File: src/core/tmr1_regs.svh
`ifndef TMR1_REGS_SVH
`define TMR1_REGS_SVH
// ==========================================================
// Register indices (byte address is four times the index)
`define TMR1_MODE_IDX 8'hDC
`define TMR1_COUNT_IDX 8'hDD
`define TMR1_RELOAD_IDX 8'hDE
`define TMR1_STATUS_IDX 8'hDF
// ==========================================================
// Mode register fields
`define TMR1_RUN_BIT 7
`define TMR1_RATE_MSB 6
`define TMR1_RATE_LSB 4
`define TMR1_SRC_BIT 3
`define TMR1_ALOAD_BIT 2
`define TMR1_TOGGLE_BIT 1
`define TMR1_PWM_BIT 0
// ==========================================================
// Status register fields
`define TMR1_TMR_FLAG_BIT 0
`define TMR1_EV_FLAG_BIT 1
// ==========================================================
// Reset values and boundary masks
`define TMR1_MODE_RST 8'h00
`define TMR1_COUNT_RST 8'h00
`define TMR1_RELOAD_RST 8'h00
`define TMR1_MASK_256 8'hFF
`define TMR1_MASK_64 8'h3F
`define TMR1_MASK_32 8'h1F
`define TMR1_MASK_16 8'h0F
`endif

File: src/core/tmr1_pkg.sv
package tmr1_pkg;
    typedef logic [7:0] tmr1_byte_t;
    typedef logic [11:0] tmr1_addr_t;
    typedef logic [31:0] tmr1_word_t;
    typedef logic [2:0] tmr1_rate_t;
    typedef enum logic [1:0] {
        TMR1_BND_256 = 2'b00,
        TMR1_BND_64 = 2'b01,
        TMR1_BND_32 = 2'b10,
        TMR1_BND_16 = 2'b11
    } tmr1_bound_e;
endpackage : tmr1_pkg

File: src/core/tmr1_top.sv
`timescale 1ns/10ps
`default_nettype none
`include "tmr1_regs.svh"
// Contract
// - 8-bit up counter wraps max to zero, keeps counting, flags time-out.
// - Mode bit 3 picks internal prescaled clock (0) or event pin (1).
// - External mode advances counter once per falling edge on event pin.
// - Rate bits 6..4 divide clock by 256 at 000 down to 2 at 111.
// - External mode ignores rate and holds event pin request flag at 0.
// - Mode bit 7 enables counting when 1, disables timer when 0.
// - Mode bit 0 enables PWM output; reload and toggle bits shape cycle.
// - Without PWM, bit 1 drives toggle onto wave pin, else pin is GPIO.
// - Without PWM, bit 2 enables reload from reload register on overflow.
// - Boundary 256, or in PWM with internal clock 256/64/32/16 by reload and toggle bits.
// - With reload active, overflow copies reload value into counter.
// - Reload writes land in a buffer, moved to active at next overflow.
// - PWM forces reload on; reload bit then only selects the boundary.
// - Counter register is 8-bit, readable and writable by software.
// - PWM output high while counter below reference, else low.
// - Toggle output inverts on each overflow, half the overflow rate.
module tmr1_top
    import tmr1_pkg::*;
(
    input wire logic SYS_CLK_I,
    input wire logic RST_B_I,
    input wire logic CE_I,
    input wire logic PSEL_I,
    input wire logic PENABLE_I,
    input wire logic PWRITE_I,
    input wire tmr1_pkg::tmr1_addr_t PADDR_I,
    input wire tmr1_pkg::tmr1_word_t PWDATA_I,
    output tmr1_pkg::tmr1_word_t PRDATA_O,
    output logic PREADY_O,
    output logic PSLVERR_O,
    input wire logic EVENT_PORT_PIN_I,
    input wire logic GPIO_DATA_I,
    input wire logic GPIO_OE_I,
    output logic WAVE_OUTPUT_PIN_O,
    output logic WAVE_OUTPUT_PIN_OE_O,
    output logic TIMER_ONE_REQUEST_FLAG_O,
    output logic EVENT_PIN_REQUEST_FLAG_O,
    output logic TIMEOUT_PULSE_O
);
    import tmr1_pkg::*;

    // ==========================================================
    // Register state
    tmr1_byte_t mode;
    tmr1_byte_t count;
    tmr1_byte_t reload_hold;
    tmr1_byte_t reload_active;
    logic toggle;
    logic tmr_flag;
    logic ev_flag;

    // ==========================================================
    // Decoded mode and datapath
    logic run;
    logic ext_src;
    logic aload;
    logic toggle_en;
    logic pwm_en;
    logic reload_on;
    tmr1_rate_t rate;
    tmr1_byte_t mask;
    logic pre_tick;
    logic tick;
    logic overflow;
    logic ev_meta;
    logic ev_sync;
    logic ev_prev;
    logic ev_fall;
    logic access;
    logic wr;
    logic wr_mode;
    logic wr_count;
    logic wr_reload;
    logic wr_status;
    logic next_wave;
    logic next_wave_oe;

    // Byte address of a register from its index
    function automatic logic hit(input tmr1_addr_t a, input tmr1_byte_t idx);
        hit = (a == {2'b00, idx, 2'b00});
    endfunction : hit

    // Boundary mask; external clock always counts 256
    function automatic tmr1_byte_t bound_mask(input logic pwm,
                                              input logic ext,
                                              input tmr1_bound_e b);
        if (!pwm || ext) begin
            bound_mask = `TMR1_MASK_256;
        end else begin
            case (b)
                TMR1_BND_256: bound_mask = `TMR1_MASK_256;
                TMR1_BND_64: bound_mask = `TMR1_MASK_64;
                TMR1_BND_32: bound_mask = `TMR1_MASK_32;
                TMR1_BND_16: bound_mask = `TMR1_MASK_16;
                default: bound_mask = `TMR1_MASK_256;
            endcase
        end
    endfunction : bound_mask

    assign run = mode[`TMR1_RUN_BIT];
    assign ext_src = mode[`TMR1_SRC_BIT];
    assign aload = mode[`TMR1_ALOAD_BIT];
    assign toggle_en = mode[`TMR1_TOGGLE_BIT];
    assign pwm_en = mode[`TMR1_PWM_BIT];
    assign rate = mode[`TMR1_RATE_MSB:`TMR1_RATE_LSB];
    // PWM implies reload; the reload bit then only sets the boundary
    assign reload_on = pwm_en || aload;
    assign mask = bound_mask(pwm_en, ext_src,
                             tmr1_bound_e'({aload, toggle_en}));

    // ==========================================================
    // Event pin synchroniser and falling edge detect
    always_ff @(posedge SYS_CLK_I or negedge RST_B_I) begin
        if (!RST_B_I) begin
            ev_meta <= 1'b1;
            ev_sync <= 1'b1;
            ev_prev <= 1'b1;
        end else if (CE_I) begin
            ev_meta <= EVENT_PORT_PIN_I;
            ev_sync <= ev_meta;
            ev_prev <= ev_sync;
        end
    end

    assign ev_fall = ev_prev && !ev_sync;

    // ==========================================================
    // Prescaler runs only for internal counting
    tmr1_prescale u_prescale (
        .clk_i(SYS_CLK_I),
        .rst_b_i(RST_B_I),
        .ce_i(CE_I),
        .run_i(run && !ext_src),
        .rate_i(rate),
        .tick_o(pre_tick)
    );

    // Rate is ignored in external mode; nothing moves while stopped
    assign tick = run && (ext_src ? ev_fall : pre_tick);
    assign overflow = tick && ((count & mask) == mask);

    // ==========================================================
    // Register bus decode
    assign access = PSEL_I && PENABLE_I && PREADY_O;
    assign wr = access && PWRITE_I;
    assign wr_mode = wr && hit(PADDR_I, `TMR1_MODE_IDX);
    assign wr_count = wr && hit(PADDR_I, `TMR1_COUNT_IDX);
    assign wr_reload = wr && hit(PADDR_I, `TMR1_RELOAD_IDX);
    assign wr_status = wr && hit(PADDR_I, `TMR1_STATUS_IDX);

    // Answer is prepared in the setup cycle, so no wait states
    always_ff @(posedge SYS_CLK_I or negedge RST_B_I) begin
        if (!RST_B_I) begin
            PREADY_O <= 1'b0;
            PSLVERR_O <= 1'b0;
            PRDATA_O <= 32'h0000_0000;
        end else if (CE_I) begin
            PREADY_O <= PSEL_I && !PREADY_O;
            PSLVERR_O <= 1'b0;
            PRDATA_O <= 32'h0000_0000;
            if (PSEL_I && !PREADY_O) begin
                if (hit(PADDR_I, `TMR1_MODE_IDX)) begin
                    PRDATA_O <= {24'h00_0000, mode};
                end else if (hit(PADDR_I, `TMR1_COUNT_IDX)) begin
                    PRDATA_O <= {24'h00_0000, count};
                end else if (hit(PADDR_I, `TMR1_STATUS_IDX)) begin
                    PRDATA_O <= {30'h0000_0000, ev_flag, tmr_flag};
                end else if (!hit(PADDR_I, `TMR1_RELOAD_IDX)) begin
                    PSLVERR_O <= 1'b1;
                end
            end
        end
    end

    // ==========================================================
    // Mode register
    always_ff @(posedge SYS_CLK_I or negedge RST_B_I) begin
        if (!RST_B_I) begin
            mode <= `TMR1_MODE_RST;
        end else if (CE_I && wr_mode) begin
            mode <= PWDATA_I[7:0];
        end
    end

    // ==========================================================
    // Counter; a software write beats a same-cycle count
    always_ff @(posedge SYS_CLK_I or negedge RST_B_I) begin
        if (!RST_B_I) begin
            count <= `TMR1_COUNT_RST;
        end else if (CE_I) begin
            if (wr_count) begin
                count <= PWDATA_I[7:0];
            end else if (overflow) begin
                count <= reload_on ? reload_hold : 8'h00;
            end else if (tick) begin
                count <= (count + 8'h01) & mask;
            end
        end
    end

    // ==========================================================
    // Double-buffered reload; the buffer value moves at overflow
    always_ff @(posedge SYS_CLK_I or negedge RST_B_I) begin
        if (!RST_B_I) begin
            reload_hold <= `TMR1_RELOAD_RST;
            reload_active <= `TMR1_RELOAD_RST;
        end else if (CE_I) begin
            if (wr_reload) begin
                reload_hold <= PWDATA_I[7:0];
            end
            if (overflow) begin
                reload_active <= reload_hold;
            end
        end
    end

    // ==========================================================
    // Request flags: write one clears, a new event wins the race
    always_ff @(posedge SYS_CLK_I or negedge RST_B_I) begin
        if (!RST_B_I) begin
            tmr_flag <= 1'b0;
        end else if (CE_I) begin
            if (overflow) begin
                tmr_flag <= 1'b1;
            end else if (wr_status && PWDATA_I[`TMR1_TMR_FLAG_BIT]) begin
                tmr_flag <= 1'b0;
            end
        end
    end

    always_ff @(posedge SYS_CLK_I or negedge RST_B_I) begin
        if (!RST_B_I) begin
            ev_flag <= 1'b0;
        end else if (CE_I) begin
            if (ext_src) begin
                ev_flag <= 1'b0;
            end else if (ev_fall) begin
                ev_flag <= 1'b1;
            end else if (wr_status && PWDATA_I[`TMR1_EV_FLAG_BIT]) begin
                ev_flag <= 1'b0;
            end
        end
    end

    // ==========================================================
    // Toggle divides the overflow rate by two
    always_ff @(posedge SYS_CLK_I or negedge RST_B_I) begin
        if (!RST_B_I) begin
            toggle <= 1'b0;
        end else if (CE_I && overflow) begin
            toggle <= !toggle;
        end
    end

    // ==========================================================
    // Wave pin: PWM first, then toggle, else the GPIO port
    // Compare uses the live counter against the active reload, so a duty change waits for overflow
    always_comb begin
        if (pwm_en) begin
            next_wave = count < reload_active;
            next_wave_oe = 1'b1;
        end else if (toggle_en) begin
            next_wave = toggle;
            next_wave_oe = 1'b1;
        end else begin
            next_wave = GPIO_DATA_I;
            next_wave_oe = GPIO_OE_I;
        end
    end

    always_ff @(posedge SYS_CLK_I or negedge RST_B_I) begin
        if (!RST_B_I) begin
            WAVE_OUTPUT_PIN_O <= 1'b0;
            WAVE_OUTPUT_PIN_OE_O <= 1'b0;
            TIMEOUT_PULSE_O <= 1'b0;
            TIMER_ONE_REQUEST_FLAG_O <= 1'b0;
            EVENT_PIN_REQUEST_FLAG_O <= 1'b0;
        end else if (CE_I) begin
            WAVE_OUTPUT_PIN_O <= next_wave;
            WAVE_OUTPUT_PIN_OE_O <= next_wave_oe;
            TIMEOUT_PULSE_O <= overflow;
            TIMER_ONE_REQUEST_FLAG_O <= tmr_flag;
            EVENT_PIN_REQUEST_FLAG_O <= ev_flag;
        end
    end
endmodule : tmr1_top
`default_nettype wire

File: src/core/tmr1_prescale.sv
`timescale 1ns/10ps
`default_nettype none
module tmr1_prescale
    import tmr1_pkg::*;
(
    input wire logic clk_i,
    input wire logic rst_b_i,
    input wire logic ce_i,
    input wire logic run_i,
    input wire tmr1_rate_t rate_i,
    output logic tick_o
);
    tmr1_byte_t div;
    tmr1_byte_t mask;

    // ==========================================================
    // Free divider, cleared while idle so the first period is full
    always_ff @(posedge clk_i or negedge rst_b_i) begin
        if (!rst_b_i) begin
            div <= 8'h00;
        end else if (ce_i) begin
            if (run_i) begin
                div <= div + 8'h01;
            end else begin
                div <= 8'h00;
            end
        end
    end

    // Code 000 divides by 256, each step halves down to 2
    assign mask = 8'hFF >> rate_i;
    assign tick_o = run_i && ((div & mask) == mask);
endmodule : tmr1_prescale
`default_nettype wire

File: config.mk
export PLATFORM = sky130hd
export DESIGN_NAME = tmr1_top
export DESIGN_NICKNAME = d
export VERILOG_FILES = /design/src/core/tmr1_pkg.sv /design/src/core/tmr1_top.sv /design/src/core/tmr1_prescale.sv
export VERILOG_INCLUDE_DIRS = /design/src /design/src/core
export SDC_FILE = /design/constraint.sdc
export NUM_CORES = 1
export LEC_CHECK = 0
export BUFFER_PORTS_ARGS = -buffer_cell sky130_fd_sc_hd__buf_2
export CORE_MARGIN = 3
export CORE_UTILIZATION = 31
export CTS_BUF_LIST = sky130_fd_sc_hd__clkbuf_16
export DETAILED_ROUTE_END_ITERATION = 10
export PLACE_DENSITY_LB_ADDON = 0.12
export SKIP_LAST_GASP = 1
export SYNTH_ARGS = -nofsm -noshare
export SYNTH_HDL_FRONTEND = slang
export SYNTH_HIERARCHICAL = 1
export SYNTH_SLANG_ARGS = --single-unit
File: constraint.sdc
create_clock -name SYS_CLK_I -period 3.02 [get_ports SYS_CLK_I]
set_input_delay 0.151 -clock SYS_CLK_I [delete_from_list [all_inputs] [get_ports SYS_CLK_I]]
set_output_delay 0.151 -clock SYS_CLK_I [all_outputs]
set_load 0.01 [all_outputs]
==> reports/results.txt <==
fin crit share: 0.844
vias in the first global route: 2671
top cell type's share of synthesized area: 0.400
Worst EP required: 3220 ps
Die H: 114 um
DRT iter0 DRCs: 54
Hold-fix buffers, CTS: 0
Seq pwr share: 0.458
Antenna diodes: 0
RR Startpoint: mode[3]
post-DP HPWL: 6070 um
Hold Crit Class: in2async
Final Skew: 9.03 ps
fin crit period: 2550 ps
ys flop type: dfrtp_1
port buffer count: 43
Tot GR Track Use: 0.139
Rows: 38
Setup Viol. Count Final: 0
Critical Path AT: 2750 ps
Max Buffers Root-to-Sink: 2
RSZ-0062 raised after global routing: no
R2R cell count: 8
Setup Crit Path Kind: reg2reg
fin. max-slew vios: 0
Initial Utilization: 0.326
Final Non-Filler Cells: 522
Switching Fraction: 0.235
final hold vios: 0
Post-synth EDFFs: 0
initial antenna violation count: 0
Post-Syn Instances: 334
final core area utilization: 0.370
drt total wl: 8480 um
Final ANT Viol Nets: 0
register area share after synthesis: 0.422
yosys warns: 6
CTS tree: built
Rel. slew slack: 0.466
clk slew on worst S/H paths: 50 ps
f_max: 0.393 GHz
largest net degree at the start of global routing: 62
clock latency on the worst-skew pair: 320 ps
I/O pins: 92
cell with the largest stage delay on the worst path: dfrtp_1
synthesis-to-finish area growth: 13.6%
Post-Syn Area: 0.00363 sq mm
Critical Path, Cell by Cell: and2b_1 > nand3_1 > a21oi_1 > and3b_1 > o22ai_4 > nor4_4 > nand2_2 > mux2_4
outcome: complete, no violations
P_int: 1.41 mW
cts bufs inserted: 9
Gate power share: 0.061
max_cap viols: 0
Place WS: 450 ps
Layout Nets: 439
syn_area_per_cell: 10.9 sq um
grt ovf: 0
CP max FO: 11
global-route wire length before repair: 14300 um
dominant cell type by area after synthesis: dfrtp_1
Root Driver: clkbuf_16
DRC violations left: 0
core area: 0.0111 sq mm
placed insts: 506
Netlist cell types: 65
placer congestion estimate: 0.766
Clock power frac: 0.481
DRT Pass-1 Iters: 4
Final Instance Area: 0.00412 sq mm
top cells by area, synth: dfrtp_1 (40%), mux2_2 (6.8%), buf_4 (5.2%)
Setup TNS: 0 ps
post-synthesis async set-or-reset flop share: 1.00
layout cells sized above 1: 0.306
Max IR drop VDD: 0.000233 V
Leak: 1.94 nW
Worst Setup End Kind: flip-flop
Setup Fix Bufs, Post-CTS: 0
Worst Tran Pin Value: 800 ps
RR Endpoint: reload_active[6]
crit-path max cell delay: 460 ps
Net Sw Power: 0.432 mW
Via density: 5.01
final worst slack: 473 ps
Die Area: 0.0130 sq mm
Worst Setup Start Kind: flip-flop
Worst R2R Setup Slack: 470 ps
placed inst area: 0.00386 sq mm
average routed wire per standard cell: 16.2 um
die width: 114 um
H-Tree Depth: 3
Pwr Density: 446 mW/mm^2
Hold WS: 6.74 ps
Clock Sinks: 61
via count: 2616
#FFs+latches synth: 61
post-CTS sizing: 0
Final Power: 1.84 mW
-- state kept, by name (all words and copies together) (netlist names), 8 cells and up --
name            cells
count               8
PRDATA_O            8
u_prescale/div      8
reload_active       8
reload_hold         8
mode                8
-- area by class of cell --
class / count / area, sq um
sequential: 61 / 1530
fill: 1120 / 7010
tap: 140 / 175
inverter: 14 / 52.6
clock inverter: 7 / 30.0
multi-input combinational: 245 / 1870
clock buffer: 9 / 225
timing repair buffer: 46 / 238
-- synthesized netlist by cell type, drive strengths merged (6+ instances only) --
master	number
a21oi	15
buf	31
clkbuf	6
dfrtp	58
ha	9
inv	14
mux2	29
mux2i	11
nand2	23
nand3	18
nor2	14
o21ai	15
o2bb2ai	10
-- placed cells by master, fill, tap and decap left out, types with 4 or more instances in the layout --
cell type,synthesis,layout
o21ai_0,14,14
inv_1,14,17
o2bb2ai_1,10,10
mux2_2,22,22
a211oi_1,5,5
clkbuf_16,0,9
nand2_1,21,21
and3_1,4,4
conb_1,1,24
mux2_4,7,7
buf_2,3,43
mux2i_1,11,11
o21a_1,4,4
dfrtp_1,58,58
nand3_1,15,15
nor2_1,14,14
nor3_1,4,4
ha_1,9,9
a21oi_1,15,15
-- per-layer routing --
metal / GRT usage / part of all wire
met2: 0.215 / 0.46
met1: 0.197 / 0.47
met3: 0.0285 / 0.053
met5: 0 / 0
met4: 0.0380 / 0.013
-- how the worst max path moves through the flow --
| stage | start | endpoint | slack, ps | cells after the start |
|---|---|---|---|---|
| finish | mode[3] | reload_active[6] | 470 | 8 |
| global route | mode[3] | reload_active[6] | 230 | 8 |
| CTS | mode[3] | count[5] | 440 | 8 |
| detailed placement | mode[3] | count[5] | 450 | 8 |
| global placement | mode[3] | reload_active[1] | 480 | 8 |
| floorplan | mode[3] | reload_active[1] | 800 | 9 |
-- cell families (layout without fill, tap and decap cells) --
family                   count (synthesis)  in the layout  share of synthesized area
AND/OR/NAND/NOR                         94             94                      0.169
buffers and inverters                   51             76                     0.0863
adder cells (fa/ha/maj)                  9              9                     0.0311
XOR/XNOR                                 4              4                    0.00966
other                                    1             24                    0.00103
multiplexers                            40             40                      0.128
flip-flops                              61             61                      0.422
AO/OA/AOI/OAI                           74             74                      0.154
-- worst max-delay path: cells and delay by family, from the launching register on --
family,cells,cell delay (ps)
DFF,1,460
and+or+nand+nor,5,1330
AOI/OAI and AO/OA,2,260
muxes,1,390
-- power groups by stage --
stage | clock network [mW] | logic [mW] | registers [mW]
after CTS | 0.910 | 0.114 | 0.843
after floorplan | 0 | 0.0748 | 0.857
after global routing | 0.944 | 0.126 | 0.844
after detailed placement | 0 | 0.114 | 0.856
final | 0.884 | 0.111 | 0.842
after global placement | 0 | 0.113 | 0.856
No activity file was read; power rests on OpenSTA's default activity.
